===== src/verilog/gw_status_pkg.sv =====
/*
  package: constants, field positions, register offsets and states of the
  gateway input-status block.
  assumes: one clock domain, plain register port, byte-wide status image.
*/
package gw_status_pkg;
  // register port
  localparam int ADDR_W = 4;
  localparam logic [3:0] OFS_STATUS_FLAGS = 4'h0;
  localparam logic [3:0] OFS_LENGTH_COUNT = 4'h1;
  localparam logic [3:0] OFS_CONTROL = 4'h2;
  localparam logic [3:0] OFS_IRQ_STATUS = 4'h3;
  localparam logic [3:0] OFS_IRQ_MASK = 4'h4;
  localparam logic [3:0] OFS_BUF_LEVEL_LO = 4'h5;
  localparam logic [3:0] OFS_BUF_LEVEL_HI = 4'h6;
  localparam logic [3:0] OFS_FRAME_LEN = 4'h7;
  // status byte 0 fields
  localparam int BIT_BLOCK_READY = 4;
  localparam int BIT_DATA_LOSS = 5;
  localparam int BIT_OVERFLOW = 6;
  localparam int BIT_NEW_DATA = 7;
  // control register fields
  localparam int BIT_GATHERED_MODE = 0;
  localparam int BIT_LOSS_RESET = 1;
  // interrupt status fields
  localparam int IRQ_BLOCK = 0;
  localparam int IRQ_LOSS = 1;
  localparam int IRQ_OVF = 2;
  localparam int IRQ_NEWSET = 3;
  localparam int IRQ_W = 4;
  // buffer: 1 kByte shared storage
  localparam int BUF_BYTES = 1024;
  localparam int LEVEL_W = 11;
  localparam logic [10:0] BUF_CAP = 11'h400;
  // reset values
  localparam logic [7:0] RST_LENGTH = 8'h00;
  localparam logic [7:0] RST_FRAME_LEN = 8'h08;
  localparam logic [7:0] RST_CONTROL = 8'h00;
  localparam logic [3:0] RST_MASK = 4'h0;

  typedef enum logic [2:0] {
    ST_IDLE = 3'b001,
    ST_SET = 3'b010,
    ST_DONE = 3'b100
  } set_state_e;
endpackage : gw_status_pkg


===== src/verilog/sticky_bit.sv =====
/*
  sticky_bit: one flag set by a hardware event and cleared by a clear
  request; a set in the clear cycle wins.
  assumes: synchronous active-low reset on the shared clock.
*/
`timescale 1ns/10ps
module sticky_bit (
  // clock and reset
  input wire logic ref_clk_in,
  input wire logic rst_n_in,
  // control
  input wire logic set_in,
  input wire logic clr_in,
  // state
  output logic flag_out
);
  always_ff @(posedge ref_clk_in)
  begin
    if (!rst_n_in)
      flag_out <= 1'b0;
    else if (set_in)
      flag_out <= 1'b1;
    else if (clr_in)
      flag_out <= 1'b0;
  end
endmodule : sticky_bit


===== src/verilog/gw_input_status.sv =====
/*
  gw_input_status: builds the two status bytes placed ahead of user data in
  the input image, tracks the shared 1 kByte buffer level and holds off the
  serial rts handshake while that buffer has overflowed in gathered mode.
  assumes: one clock, synchronous inputs, a data-set producer that offers
  each set with its length on a one-cycle strobe, and buffer push/pop
  strobes of one byte each.
*/
// Strobed register access and the address map were left to the implementer.
// Contract
// - gathered mode: toggle block ready per buffer block
// - data loss sticks until reset function clears
// - oversize set truncated to frame, loss set
// - gathered mode: overflow flag on buffer overflow
// - overflow clears itself when space returns
// - rts held inactive while overflow set
// - 1 kByte shared buffer sets overflow limit
// - transparent mode: toggle new data per set
// - status byte 1 holds user byte count
// - length counts 1..ff, zero after reset
// - toggle bits flip on each event
`timescale 1ns/10ps
module gw_input_status (
  // clock and reset
  input wire logic ref_clk_in,
  input wire logic rst_n_in,
  // register port
  input wire logic [gw_status_pkg::ADDR_W-1:0] reg_addr_in,
  input wire logic [7:0] reg_wdata_in,
  input wire logic reg_wr_in,
  input wire logic reg_rd_in,
  output logic [7:0] reg_rdata_out,
  // data sets toward the plc
  input wire logic set_valid_in,
  input wire logic [9:0] set_len_in,
  input wire logic set_from_buffer_in,
  input wire logic lost_in,
  // shared buffer traffic
  input wire logic buf_push_in,
  input wire logic buf_pop_in,
  // input image status bytes
  output logic [7:0] status_byte0_out,
  output logic [7:0] status_byte1_out,
  output logic image_update_out,
  // serial handshake and interrupt
  output logic rts_out,
  output logic irq_out
);
  import gw_status_pkg::*;

  logic [7:0] control_r;
  logic [7:0] frame_len_r;
  logic [IRQ_W-1:0] irq_mask_r;
  logic block_ready_toggle_r;
  logic new_data_toggle_r;
  logic overflow_flag_r;
  logic data_loss_flag;
  logic [7:0] payload_length_code_r;
  logic [LEVEL_W-1:0] level_r;
  logic [LEVEL_W-1:0] level_nxt;
  logic [9:0] pend_len_r;
  logic pend_buf_r;
  logic pend_trunc_r;
  set_state_e state_r;
  logic gathered;
  logic loss_clear;
  logic push_ok;
  logic pop_ok;
  logic overflow_event;
  logic trunc_event;
  logic irq_rd_clear;
  logic [IRQ_W-1:0] irq_set;
  logic [IRQ_W-1:0] irq_status;
  logic [7:0] read_mux;
  logic [9:0] send_len;

  assign gathered = control_r[BIT_GATHERED_MODE];
  // writing the loss-reset bit acts as the device reset function
  assign loss_clear = reg_wr_in && (reg_addr_in == OFS_CONTROL)
    && reg_wdata_in[BIT_LOSS_RESET];
  assign irq_rd_clear = reg_rd_in && (reg_addr_in == OFS_IRQ_STATUS);

  // control registers
  always_ff @(posedge ref_clk_in)
  begin
    if (!rst_n_in)
    begin
      control_r <= RST_CONTROL;
      frame_len_r <= RST_FRAME_LEN;
      irq_mask_r <= RST_MASK;
    end
    else if (reg_wr_in)
    begin
      if (reg_addr_in == OFS_CONTROL)
        control_r <= {7'h00, reg_wdata_in[BIT_GATHERED_MODE]};
      else if (reg_addr_in == OFS_IRQ_MASK)
        irq_mask_r <= reg_wdata_in[IRQ_W-1:0];
      else if (reg_addr_in == OFS_FRAME_LEN)
        frame_len_r <= reg_wdata_in;
    end
  end

  // buffer occupancy; pushes beyond capacity are dropped
  assign push_ok = buf_push_in && (level_r != BUF_CAP);
  assign pop_ok = buf_pop_in && (level_r != '0);
  assign overflow_event = buf_push_in && (level_r == BUF_CAP)
    && !buf_pop_in;

  always_comb
  begin
    level_nxt = level_r;
    if (push_ok && !pop_ok)
      level_nxt = level_r + 11'h001;
    else if (pop_ok && !push_ok)
      level_nxt = level_r - 11'h001;
  end

  always_ff @(posedge ref_clk_in)
  begin
    if (!rst_n_in)
      level_r <= '0;
    else
      level_r <= level_nxt;
  end

  // overflow flag: set in gathered mode on a refused push with no pop in the same cycle, self-clearing once space returns
  always_ff @(posedge ref_clk_in)
  begin
    if (!rst_n_in)
      overflow_flag_r <= 1'b0;
    else if (gathered && overflow_event)
      overflow_flag_r <= 1'b1;
    else if (level_nxt < BUF_CAP)
      overflow_flag_r <= 1'b0;
  end

  // rts active high; withdrawn only while the overflow flag is set, not when merely full
  assign rts_out = !overflow_flag_r;

  // data-set handling: a set is truncated, latched, then published
  assign trunc_event = set_valid_in && (state_r == ST_IDLE)
    && (set_len_in > {2'b00, frame_len_r});
  assign send_len = (set_len_in > {2'b00, frame_len_r})
    ? {2'b00, frame_len_r} : set_len_in;

  always_ff @(posedge ref_clk_in)
  begin
    if (!rst_n_in)
    begin
      state_r <= ST_IDLE;
      pend_len_r <= '0;
      pend_buf_r <= 1'b0;
      pend_trunc_r <= 1'b0;
    end
    else
    begin
      case (state_r)
        ST_IDLE:
        begin
          if (set_valid_in)
          begin
            pend_len_r <= send_len;
            pend_buf_r <= set_from_buffer_in;
            pend_trunc_r <= trunc_event;
            state_r <= ST_SET;
          end
        end
        ST_SET:
          state_r <= ST_DONE;
        ST_DONE:
          state_r <= ST_IDLE;
        default:
          state_r <= ST_IDLE;
      endcase
    end
  end

  // length code and toggles move in ST_SET; status bytes follow one edge on
  always_ff @(posedge ref_clk_in)
  begin
    if (!rst_n_in)
      payload_length_code_r <= RST_LENGTH;
    else if (state_r == ST_SET)
      payload_length_code_r <= pend_len_r[7:0];
  end

  always_ff @(posedge ref_clk_in)
  begin
    if (!rst_n_in)
      block_ready_toggle_r <= 1'b0;
    else if (state_r == ST_SET && gathered && pend_buf_r)
      block_ready_toggle_r <= !block_ready_toggle_r;
  end

  always_ff @(posedge ref_clk_in)
  begin
    if (!rst_n_in)
      new_data_toggle_r <= 1'b0;
    else if (state_r == ST_SET && !gathered)
      new_data_toggle_r <= !new_data_toggle_r;
  end

  always_ff @(posedge ref_clk_in)
  begin
    if (!rst_n_in)
      image_update_out <= 1'b0;
    else
      image_update_out <= (state_r == ST_DONE);
  end

  // data loss: lost set, truncation or refused set; held until reset fn
  sticky_bit loss_bit (
    .ref_clk_in(ref_clk_in),
    .rst_n_in(rst_n_in),
    .set_in(lost_in || trunc_event
      || (set_valid_in && state_r != ST_IDLE)),
    .clr_in(loss_clear),
    .flag_out(data_loss_flag)
  );

  always_ff @(posedge ref_clk_in)
  begin
    if (!rst_n_in)
    begin
      status_byte0_out <= 8'h00;
      status_byte1_out <= 8'h00;
    end
    else
    begin
      status_byte0_out <= {new_data_toggle_r, overflow_flag_r,
        data_loss_flag, block_ready_toggle_r, 4'h0};
      status_byte1_out <= payload_length_code_r;
    end
  end

  // interrupt events, cleared by a read of the status register
  assign irq_set[IRQ_BLOCK] = state_r == ST_SET && gathered && pend_buf_r;
  assign irq_set[IRQ_LOSS] = lost_in || trunc_event;
  assign irq_set[IRQ_OVF] = gathered && overflow_event;
  assign irq_set[IRQ_NEWSET] = state_r == ST_SET && !gathered;

  genvar gi;
  generate
    for (gi = 0; gi < IRQ_W; gi = gi + 1)
    begin : g_irq
      sticky_bit irq_bit (
        .ref_clk_in(ref_clk_in),
        .rst_n_in(rst_n_in),
        .set_in(irq_set[gi]),
        .clr_in(irq_rd_clear),
        .flag_out(irq_status[gi])
      );
    end
  endgenerate

  assign irq_out = |(irq_status & irq_mask_r);

  // register read
  always_comb
  begin
    if (reg_addr_in == OFS_STATUS_FLAGS)
      read_mux = {new_data_toggle_r, overflow_flag_r, data_loss_flag,
        block_ready_toggle_r, 4'h0};
    else if (reg_addr_in == OFS_LENGTH_COUNT)
      read_mux = payload_length_code_r;
    else if (reg_addr_in == OFS_CONTROL)
      read_mux = control_r;
    else if (reg_addr_in == OFS_IRQ_STATUS)
      read_mux = {4'h0, irq_status};
    else if (reg_addr_in == OFS_IRQ_MASK)
      read_mux = {4'h0, irq_mask_r};
    else if (reg_addr_in == OFS_BUF_LEVEL_LO)
      read_mux = level_r[7:0];
    else if (reg_addr_in == OFS_BUF_LEVEL_HI)
      read_mux = {5'h00, level_r[10:8]};
    else if (reg_addr_in == OFS_FRAME_LEN)
      read_mux = frame_len_r;
    else
      read_mux = 8'h00;
  end

  // read data stands only in the cycle after the strobe
  always_ff @(posedge ref_clk_in)
  begin
    if (!rst_n_in)
      reg_rdata_out <= 8'h00;
    else if (reg_rd_in)
      reg_rdata_out <= read_mux;
    else
      reg_rdata_out <= 8'h00;
  end
endmodule : gw_input_status


===== config.mk =====
export PLATFORM = sky130hd
export DESIGN_NAME = gw_input_status
export DESIGN_NICKNAME = d
export VERILOG_FILES = /design/src/verilog/gw_status_pkg.sv /design/src/verilog/sticky_bit.sv /design/src/verilog/gw_input_status.sv
export SDC_FILE = /design/constraint.sdc
export NUM_CORES = 1
export LEC_CHECK = 0
export ABC_CLOCK_PERIOD_IN_PS = 5140
export BUFFER_PORTS_ARGS = -buffer_cell sky130_fd_sc_hd__clkbuf_2
export CORE_MARGIN = 10
export CORE_UTILIZATION = 45
export DETAILED_ROUTE_END_ITERATION = 7
export GPL_ROUTABILITY_DRIVEN = 0
export PLACE_DENSITY = 0.75
export SKIP_CTS_REPAIR_TIMING = 1
export SLEW_MARGIN = 25
export SYNTH_ARGS = -nofsm -noshare
export SYNTH_HDL_FRONTEND = slang
export SYNTH_SLANG_ARGS = --single-unit

===== constraint.sdc =====
create_clock -name ref_clk_in -period 5.14 [get_ports ref_clk_in]
set_input_delay 0.771 -clock ref_clk_in [delete_from_list [all_inputs] [get_ports ref_clk_in]]
set_output_delay 0.771 -clock ref_clk_in [all_outputs]
set_load 0.01 [all_outputs]

==> results by group, run 1 <==
Run status
  • Status: completed

Setup path
  • Crit Path Max Fanout: 16
  • RR Startpoint: level_r[1]
  • R2R depth: 13
  • Critical path arrival: 3.73 ns
  • Critical Path End Type: flip-flop
  • R2R setup slack: 1.70 ns
  • Critical Path RT: 5.43 ns
  • Critical path, cell by cell: inv_1 > ha_1 > or4b_1 > nor3_1 > nand2_1 > nand2_1 > inv_1 > ha_1 > or2b_2 > nor4b_1 > nor4b_1 > a21oi_1 > o21ai_0
  • CP startpoint kind: flip-flop
  • Kind of critical path: flip-flop to flip-flop
  • Capture point of the worst reg-to-reg path: level_r[8]
  • Slowest CP cell: or4b_1
  • Slowest cell delay on critical path: 0.60 ns

Timing
  • Worst clock skew: 0.0123 ns
  • Peak Freq: 291 MHz
  • Minimum clock period: 3.44 ns
  • Final count of hold timing violations: 0
  • Final Max Tran Viols: 0
  • Setup violators final: 0
  • Final Hold Slack: 0.464 ns
  • Tightest Pin Transition: 0.994 ns
  • TNS Setup: 0 ns
  • Slew margin rel.: 0.332
  • Final period util: 0.669
  • Unrepaired setup endpoints after global routing: false

Global route
  • First-pass GRT wire length: 15100 microns
  • Vias in the first global route: 3038
  • Initial antenna violation count: 0
  • GRT Overall Usage: 0.145
  • Gr ovfl total: 0
  • Largest net degree at the start of global routing: 32

Detailed routing
  • Drt wl/cell: 16.3 microns
  • # DRC: 0
  • Vias: 3216
  • DR vias/cell: 5.67
  • Post-Route WL: 9240 microns
  • Routed Antenna Nets: 0
  • Pre-Repair DR Iteration Count: 5
  • Iter 0 DRT Violations: 275

Synthesis
  • Post-synth EDFFs: 0
  • Share of the synthesized area in the top cell type: 0.396
  • Seq/Total Area, Yosys: 0.396
  • Flops & latches, synth: 73
  • Post-Synthesis Cells: 427
  • Synth unique cells: 56
  • Cell taking the most area after synthesis: dfxtp_1
  • Ys async rst share: 0
  • Yosys warns: 0
  • Syn_area_per_cell: 8.64 sq um
  • Post-Synthesis Cell Area: 0.00369 sq mm
  • Prevailing post-synth register cell: dfxtp_1
  • Top cells by area, synth: dfxtp_1, mux2i_1, o21ai_0

Clock tree
  • Root buffer cell: clkbuf_8
  • CTS Buf Count: 9
  • H-tree depth: 3
  • TritonCTS clock tree: done
  • Clock buffer depth: 2
  • Worst skew pair latency: 0.36 ns
  • CTS clock-pin slew for the worst setup and hold paths: 0.09 ns
  • CTS Sinks: 73

Placement
  • Placed insts: 551
  • Port-buffer cells: 53
  • Detailed Place HPWL: 6720 microns

Layout
  • ANT cells: 0
  • Core Util, Final: 0.519
  • Post-route insts no fill: 567
  • Share of cells above drive strength 1: 0.176
  • Area growth syn-to-layout: 10.4%
  • Final net count: 503

Job
  • Max-cap viol count: 0

Power and ir drop
  • Psw: 0.530 mW
  • Switching Share: 0.361
  • Peak VDD IR: 0.000154 V
  • Total Power: 1.47 mW
  • P per Cell Area: 361 mW/mm^2
  • Clock power share: 0.292
  • P_leak: 1.59 nW
  • Comb pwr share: 0.264
  • Sequential power share: 0.444
  • Pint: 0.938 mW

Die
  • Initial Utilization: 0.470
  • Die H: 111 microns
  • Row Count: 32
  • # IOs: 58
  • Core area: 0.00785 sq mm
  • Die width: 111 microns
  • DIE AREA: 0.0122 sq mm

Hold path
  • Hold path depth: 1
  • Hold path startpoint: state_r[1]
  • Class of the worst hold path: flip-flop to flip-flop
  • Hold Path Sink: image_update_out
per-layer routing:
| layer | GRT usage | vias to the layer above | wire length (microns) |
|---|---|---|---|
| met5 | 0 | - | 0 |
| met4 | 0.0656 | 0 | 173 |
| met3 | 0.0335 | 15 | 628 |
| met2 | 0.231 | 128 | 4360 |
| met1 | 0.182 | 1475 | 4080 |
| li1 | - | 1598 | - |
power by group through the flow:
stage               Combinational, mW  Clock, mW  Sequential (mW)
floorplan                       0.349          0            0.631
global placement                0.371          0            0.661
detailed placement              0.380          0            0.663
CTS                             0.383      0.436            0.651
global route                    0.431      0.462            0.658
finish                          0.387      0.429            0.652
critical path: cells and delay by family (launching register included):
| family | cells | cell delay (ns) |
|---|---|---|
| adder cells (fa/ha/maj) | 2 | 0.55 |
| AO/OA/AOI/OAI | 2 | 0.13 |
| AND/OR/NAND/NOR | 7 | 2.13 |
| flip-flops | 1 | 0.40 |
| buffers and inverters | 2 | 0.16 |
synthesized netlist by cell type, drive strengths merged (2+ instances only):
cell type	instances
nor3	12
nand4	7
ha	12
nand2b	3
buf	8
nor3b	4
xnor2	4
mux2i	20
and3	5
a21oi	27
nor4b	3
nor4	4
o22a	11
a21o	2
a311oi	2
mux4	3
or4	3
inv	19
a21boi	3
nor2b	3
a22oi	5
and2	17
nand3	20
nor2	42
dfxtp	73
or3	2
a211oi	4
clkbuf	25
nand2	19
and4	2
o21a	2
a31oi	10
o21ai	36
registers in the layout (all words and copies together), names as in the netlist:
register / flops
loss_bit.flag_out: 1
irq_mask_r: 4
overflow_flag_r: 1
frame_len_r: 8
control_r: 1
payload_length_code_r: 8
status_byte1_out: 8
block_ready_toggle_r: 1
image_update_out: 1
pend_buf_r: 1
status_byte0_out: 4
g_irq.irq_bit.flag_out: 4
pend_len_r: 8
state_r: 3
reg_rdata_out: 8
level_r: 11
new_data_toggle_r: 1
worst max path at each step:
| stage | from | endpoint | cells past startpoint |
|---|---|---|---|
| 2_1_floorplan | level_r[0] | level_r[8] | 16 |
| 3_3_place_gp | level_r[1] | level_r[8] | 13 |
| 3_5_place_dp | level_r[1] | level_r[8] | 13 |
| 4_1_cts | level_r[1] | level_r[8] | 13 |
| 5_1_grt | level_r[1] | level_r[8] | 13 |
| 6_report | level_r[1] | level_r[8] | 13 |
cell families after synthesis:
| logic type | synth area share |
|---|---|
| DFF | 0.396 |
| other | 0.00102 |
| buffers and inverters | 0.0756 |
| AOI/OAI and AO/OA | 0.186 |
| xor gates and xnor gates | 0.0119 |
| adders and majority gates | 0.0407 |
| muxes | 0.0726 |
| and+or+nand+nor | 0.216 |
cell usage in the layout (no fill, tap or decap), types with 5 or more instances in the layout:
cell	netlist	routed
a21oi_1	27	27
nand4_1	7	7
a22oi_1	5	5
o22a_1	11	11
nand2_1	19	19
dfxtp_1	73	73
clkbuf_8	4	9
nand3_1	20	20
nor2_1	42	42
and2_1	17	17
ha_1	12	12
inv_1	18	18
clkbuf_2	1	53
a31oi_1	10	10
and3_1	5	5
nor3_1	12	12
o21ai_0	36	36
mux2i_1	20	20
layout make-up:
cell class	instances	area [sq um]
tap	102	128
inverter	19	71.3
fill	765	3780
clock inverter	7	62.6
timing repair buffer	53	265
multi-input combinational	304	1960
clock buffer	9	124
sequential	73	1460
per-stage QoR:
step	cell area, sq um	worst slack [ns]
2_1_floorplan	3700	2.09
3_3_place_gp	3880	1.84
3_5_place_dp	3880	1.73
4_1_cts	4070	1.70
5_1_grt	4070	1.38
6_report	4070	1.70
No activity file was read; power rests on OpenSTA's default activity.
==> inputs of run 2 (changes only) <==
Settings changed: ABC_AREA set to 1, ABC_CLOCK_PERIOD_IN_PS 5140 to 3350.
Clock period 5.14 ns to 3.35 ns, I/O delays scaled along.
==> run 2 against run 1 <==
Total power is 64% higher. Critical path depth is 1 higher. Clock skew is 0.0052 ns lower. Routed wire length is 4.7% higher. Sequential share of layout area is 1.5 points lower. Core utilization hardly changed. Synthesized area is 2.4% higher. Sequential cell count stayed put. Synthesized cell count is 25% higher. Setup slack worse by 1.0 ns. Critical endpoint is now level_r[10]. Largest power group unchanged.
==> results by group, run 2 <==
Synthesis
  • Most frequent cells after synthesis: nand2_1, inv_1, dfxtp_1
  • Post-Synthesis Cells: 535 (+25%)
  • Ys async rst share: 0 (unchanged)
  • Prevailing post-synth register cell: dfxtp_1
  • Top cells by area, synth: dfxtp_1, nand2_1, inv_1
  • Yosys warns: 0 (unchanged)
  • Cell taking the most area after synthesis: dfxtp_1
  • Share of the synthesized area in the top cell type: 0.387 (-0.00945)
  • Post-Synthesis Cell Area: 0.00378 sq mm (+2.4%)
  • Post-synth EDFFs: 0 (unchanged)
  • Flops & latches, synth: 73 (unchanged)
  • Syn_area_per_cell: 7.06 sq um (-18%)
  • Seq/Total Area, Yosys: 0.387 (-0.00945)
  • Synth unique cells: 35 (-38%)
  • Top-count cell post-synth: nand2_1

Power and ir drop
  • Peak VDD IR: 0.000448 V (+190%)
  • Comb pwr share: 0.307 (+0.043)
  • Clock power share: 0.252 (-0.040)
  • Psw: 0.924 mW (+74%)
  • Pint: 1.48 mW (+57%)
  • Switching Share: 0.385 (+0.0238)
  • P_leak: 2.05 nW (+29%)
  • P per Cell Area: 566 mW/mm^2 (+57%)
  • Sequential power share: 0.441 (-0.003)

Setup path
  • CP Buf/Inv Count: 3 (+1)
  • CP dominant cell by count: nor2_1
  • Critical Path RT: 3.56 ns (-1.87 ns)
  • Kind of critical path: flip-flop to flip-flop
  • Slowest cell delay on critical path: 0.36 ns (-0.24 ns)
  • Slowest CP cell: dfxtp_1
  • CP startpoint kind: flip-flop
  • Cell family with most CP delay: simple AND/OR/NAND/NOR gates
  • R2R setup slack: 0.65 ns (-1.05 ns)
  • Critical Path End Type: flip-flop
  • Crit Path Max Fanout: 11 (-5)
  • Critical path arrival: 2.91 ns (-0.82 ns)
  • Critical path, cell by cell: inv_1 > ha_1 > nand3_1 > inv_2 > nand2_2 > nor2_1 > nor2_1 > ha_1 > nor2_1 > inv_1 > o21ai_0 > nand2_1 > nand2_1 > nor2_1

Timing
  • Worst clock skew: 0.00715 ns (-0.00519 ns)
  • Final period util: 0.806 (+0.136)
  • Minimum clock period: 2.70 ns (-0.741 ns)
  • Final Hold Slack: 0.428 ns (-0.0358 ns)
  • TNS Setup: 0 ns (unchanged)
  • Unrepaired setup endpoints after global routing: false
  • Final count of hold timing violations: 0 (unchanged)
  • Tightest Pin Transition: 0.519 ns (-0.475 ns)
  • Final WS setup: 0.651 ns (-1.05 ns)
  • Final Max Tran Viols: 0 (unchanged)
  • Slew margin rel.: 0.654 (+0.322)
  • Setup violators final: 0 (unchanged)
  • Peak Freq: 371 MHz (+27%)

Layout
  • Commonest cells after routing, fill and taps aside: nand2_1, inv_1, dfxtp_1
  • Design Area, Final: 0.00424 sq mm (+4.2%)
  • Max reg flops: 11 (unchanged)
  • Final net count: 628 (+25%)
  • Top reg by flops: level_r
  • Share of cells above drive strength 1: 0.192 (+0.0152)
  • ANT cells: 0 (unchanged)
  • Area growth syn-to-layout: 12.3%
  • Post-route insts no fill: 695 (+23%)
  • Commonest non-fill, non-tap cell in the layout: nand2_1

Die
  • Die H: 112 microns (+1.0%)
  • Initial Utilization: 0.462 (-0.00783)
  • DIE AREA: 0.0125 sq mm (+2.0%)
  • Row Count: 33 (+3.1%)
  • Die width: 112 microns (+1.0%)
  • Core area: 0.00818 sq mm (+4.2%)
  • # IOs: 58 (unchanged)

Global route
  • Vias in the first global route: 3343 (+10%)
  • GR Layer Usage met1: 0.175 (-0.00681)
  • Gr ovfl total: 0 (unchanged)
  • M2 GR Usage: 0.255 (+0.0240)
  • Initial antenna violation count: 0 (unchanged)
  • Met3 Use GR: 0.0467 (+0.0132)
  • Largest net degree at the start of global routing: 46 (+44%)
  • GRT Overall Usage: 0.149 (+0.00354)
  • First-pass GRT wire length: 15700 microns (+3.8%)
  • Global route hottest layer: met2

Clock tree
  • Worst skew pair latency: 0.34 ns (-0.02 ns)
  • TritonCTS clock tree: done
  • CTS Buf Count: 9 (unchanged)
  • CTS clock-pin slew for the worst setup and hold paths: 0.08 ns (about the same)
  • CTS Sinks: 73 (unchanged)
  • Clock buffer depth: 2 (unchanged)
  • Root buffer cell: clkbuf_8
  • H-tree depth: 3 (unchanged)

Detailed routing
  • Routed Antenna Nets: 0 (unchanged)
  • Drt wl/cell: 13.9 microns (-15%)
  • Post-Route WL: 9670 microns (+4.7%)
  • # DRC: 0 (unchanged)
  • Iter 0 DRT Violations: 189 (-31%)
  • Vias: 3524 (+9.6%)
  • Pre-Repair DR Iteration Count: 5 (unchanged)
  • DR vias/cell: 5.07 (-11%)

Job
  • Max-cap viol count: 0 (unchanged)

Placement
  • Worst slack at placement: 0.726 ns (-1.01 ns)
  • Placed insts: 679 (+23%)
  • DP Area: 0.00407 sq mm (+4.8%)
  • Port-buffer cells: 53 (unchanged)
  • Detailed Place HPWL: 7430 microns (+11%)

Hold path
  • Class of the worst hold path: flip-flop to flip-flop

Run status
  • Status: completed
==> run 2: path summary, 6_finish.rpt <==
check / from / to / cells past startpoint
max: level_r[0] / level_r[10] / 14
min: state_r[1] / image_update_out / 1
max reg2reg: level_r[0] / level_r[10] / 14
min reg2reg: state_r[1] / image_update_out / 1
==> run 2: cell type report <==
class,count,area [sq um]
Tap cell,105,131
Multi-Input combinational cell,355,1860
Clock inverter,6,43.8
Inverter,92,345
Clock buffer,10,128
Fill cell,813,3930
Sequential cell,73,1460
Timing Repair Buffer,54,273
==> run 2: power groups by stage <==
stage	clock network (mW)	logic [mW]	registers, mW
global placement	0	0.707	1.07
global route	0.653	0.833	1.07
floorplan	0	0.609	1.03
finish	0.606	0.737	1.06
CTS	0.612	0.727	1.05
detailed placement	0	0.718	1.07
==> run 2: worst register-to-register path, stage by stage (launching register included) <==
cell and delay (ns):
dfxtp_1 0.36, inv_1 0.17, ha_1 0.24, nand3_1 0.15
inv_2 0.11, nand2_2 0.07, nor2_1 0.13, nor2_1 0.08
ha_1 0.33, nor2_1 0.32, inv_1 0.22, o21ai_0 0.21
nand2_1 0.09, nand2_1 0.07, nor2_1 0.04
==> run 2: kinds of logic (layout without fill, tap and decap cells) <==
group / count (synthesis) / after routing / synth area share
AO/OA/AOI/OAI: 112 / 112 / 0.169
flip-flops: 73 / 73 / 0.387
AND/OR/NAND/NOR: 222 / 222 / 0.268
other: 1 / 4 / 0.000992
adder cells (fa/ha/maj): 12 / 12 / 0.0397
buffers and inverters: 110 / 162 / 0.124
XOR/XNOR: 5 / 5 / 0.0116
==> run 2: metal layers <==
layer / wire length (microns) / share of wire
met1: 4140 / 0.43
met3: 731 / 0.076
met4: 140 / 0.014
met5: 0 / 0
met2: 4660 / 0.48
==> run 2: through the flow <==
| step | utilization | power (mW) |
|---|---|---|
| 5_1_grt | 0.519 | 2.55 |
| 3_3_place_gp | 0.498 | 1.78 |
| 4_1_cts | 0.519 | 2.39 |
| 6_report | 0.519 | 2.40 |
| 3_5_place_dp | 0.498 | 1.79 |
| 2_1_floorplan | - | 1.64 |
==> inputs of run 3 (changes only) <==
Settings changed: ABC_CLOCK_PERIOD_IN_PS 3350 to 2200, PLACE_DENSITY 0.75 to 0.77.
Clock period 3.35 ns to 2.2 ns, I/O delays scaled along.
==> run 3 against run 2 <==
Combinational power up 80%. Critical path depth up 2. Count of clock-buffer cells in the layout down 1. Critical path type unchanged. Largest cell class unchanged. Largest power group unchanged.
==> results by group, run 3 (synthesized netlist as in run 2, its figures left out) <==
Run status
  • Status: completed

Job
  • Max-cap viol count: 0 (unchanged)

Clock tree
  • Clock buffer depth: 2 (unchanged)
  • TritonCTS clock tree: done
  • CTS Sinks: 73 (unchanged)
  • CTS Buf Count: 9 (unchanged)
  • CTS clock-pin slew for the worst setup and hold paths: 0.08 ns (about the same)
  • Root buffer cell: clkbuf_8
  • Worst skew pair latency: 0.35 ns (about the same)
  • H-tree depth: 3 (unchanged)

Power and ir drop
  • P_leak: 2.13 nW (+3.6%)
  • P per Cell Area: 917 mW/mm^2 (+62%)
  • Peak VDD IR: 0.000601 V (+34%)

Die
  • Die width: 112 microns (unchanged)
  • DIE AREA: 0.0125 sq mm (unchanged)
  • Row Count: 33 (unchanged)
  • Initial Utilization: 0.462 (unchanged)
  • Die H: 112 microns (unchanged)
  • # IOs: 58 (unchanged)
  • Core area: 0.00818 sq mm (unchanged)

Layout
  • Multi-input logic area: 0.00190 sq mm (+1.9%)
  • Commonest non-fill, non-tap cell in the layout: nand2_1
  • ANT cells: 0 (unchanged)
  • Share of cells above drive strength 1: 0.221 (+0.0292)
  • Sequential cell area: 0.00146 sq mm (about the same)
  • Top reg by flops: level_r
  • Commonest cells after routing, fill and taps aside: nand2_1, inv_1, dfxtp_1
  • Area growth syn-to-layout: 16.0%
  • Final net count: 636 (+1.3%)
  • Max reg flops: 11 (unchanged)
  • Filler cell count: 782 (-3.8%)

Global route
  • Initial antenna violation count: 0 (unchanged)
  • Gr ovfl total: 0 (unchanged)
  • First-pass GRT wire length: 15600 microns (-0.66%)
  • Largest net degree at the start of global routing: 46 (unchanged)
  • GRT Overall Usage: 0.150 (+0.000627)
  • Vias in the first global route: 3276 (-2.0%)

Detailed routing
  • DR vias/cell: 5.17 (+1.9%)
  • Vias: 3631 (+3.0%)
  • Pre-Repair DR Iteration Count: 5 (unchanged)
  • Drt wl/cell: 13.9 microns (-0.35%)
  • Iter 0 DRT Violations: 232 (+23%)
  • Post-Route WL: 9750 microns (+0.80%)
  • # DRC: 0 (unchanged)
  • Routed Antenna Nets: 0 (unchanged)

Timing
  • Final period util: 0.932 (+0.127)
  • Worst clock skew: 0.00743 ns (+0.000287 ns)
  • Final WS setup: 0.149 ns (-0.503 ns)
  • Final Hold Slack: 0.250 ns (-0.178 ns)
  • Slew margin rel.: 0.653 (-0.00116)
  • Minimum clock period: 2.05 ns (-0.647 ns)
  • Tightest Pin Transition: 0.521 ns (+0.00173 ns)
  • Peak Freq: 487 MHz (+32%)
  • Setup violators final: 0 (unchanged)
  • Final count of hold timing violations: 0 (unchanged)
  • Final Max Tran Viols: 0 (unchanged)

Placement
  • Port-buffer cells: 53 (unchanged)
  • Worst slack at placement: -0.0858 ns (-0.812 ns)
  • Detailed Place HPWL: 7530 microns (+1.3%)

Hold path
  • Class of the worst hold path: input pin to flip-flop

Setup path
  • Slowest CP cell: dfxtp_2
  • Critical path, cell by cell: inv_1 > ha_4 > nand3_2 > inv_2 > nand2_2 > nor2_2 > nor2_2 > inv_1 > ha_1 > inv_1 > nor2_2 > inv_2 > o21ai_0 > nand2_1 > nand2_1 > nor2_1
  • Slowest cell delay on critical path: 0.35 ns (about the same)
  • Kind of critical path: flip-flop to flip-flop
  • Critical Path RT: 2.43 ns (-1.13 ns)
  • CP Buf/Inv Count: 5 (+2)
  • Cell family with most CP delay: simple AND/OR/NAND/NOR gates
  • CP startpoint kind: flip-flop
  • Crit Path Max Fanout: 7 (-4)
  • Critical path arrival: 2.28 ns (-0.63 ns)
  • Critical Path End Type: flip-flop
-- run 3: cell count changes in the layout (fill, tap and decap cells not counted), sizes merged --
| cell | previous run | this run |
|---|---|---|
| clkbuf | 63 | 62 |
| clkinvlp | 4 | 1 |
| inv | 93 | 97 |
| bufinv | 0 | 1 |
| clkinv | 1 | 0 |
| buf | 1 | 9 |
-- run 3: path summary, 6_finish.rpt --
kind | startpoint | to | slack [ns] | depth (start not counted)
setup / recovery | level_r[1] | level_r[10] | 0.15 | 16
hold reg to reg | state_r[1] | image_update_out | 0.44 | 1
hold / removal | reg_wdata_in[7] | frame_len_r[7] | 0.25 | 3
setup reg to reg | level_r[1] | level_r[10] | 0.15 | 16
-- run 3: routing by layer --
metal | share of wire | GRT usage | up-vias
li1 | - | - | 1831
met1 | 0.41 | 0.177 | 1627
met2 | 0.49 | 0.255 | 160
met3 | 0.092 | 0.0462 | 13
met4 | 0.015 | 0.0394 | 0
met5 | 0 | 0 | -
-- run 3: tightest hold or removal path, delay by kind of cell --
family,cells,cell delay (ns)
compound gates,2,0.14
buf+inv,1,0.09
-- run 3: power breakdown --
group	internal [mW]	switching, mW	leakage (nW)
combinational	0.503	0.828	1.43
sequential	1.44	0.126	0.595
clock	0.548	0.569	0.103
-- run 3: through the flow --
stage	cells	setup TNS (ns)	utilization	cell area, sq um	power [mW]
after global routing	703	-0.0370	0.536	4380	4.27
after CTS	703	-0.446	0.531	4340	3.95
after floorplan	538	0	-	3790	2.49
after detailed placement	687	-0.281	0.506	4130	2.83
final	703	0	0.536	4380	4.02
after global placement	687	0	0.506	4130	2.79
-- run 3: layout make-up --
type / count / share of cell area
clock buffer: 9 / 0.0283
clock inverter: 7 / 0.0191
inverter: 92 / 0.0788
multi-input combinational: 355 / 0.433
sequential: 73 / 0.334
tap: 105 / 0.0300
timing repair buffer: 62 / 0.0768
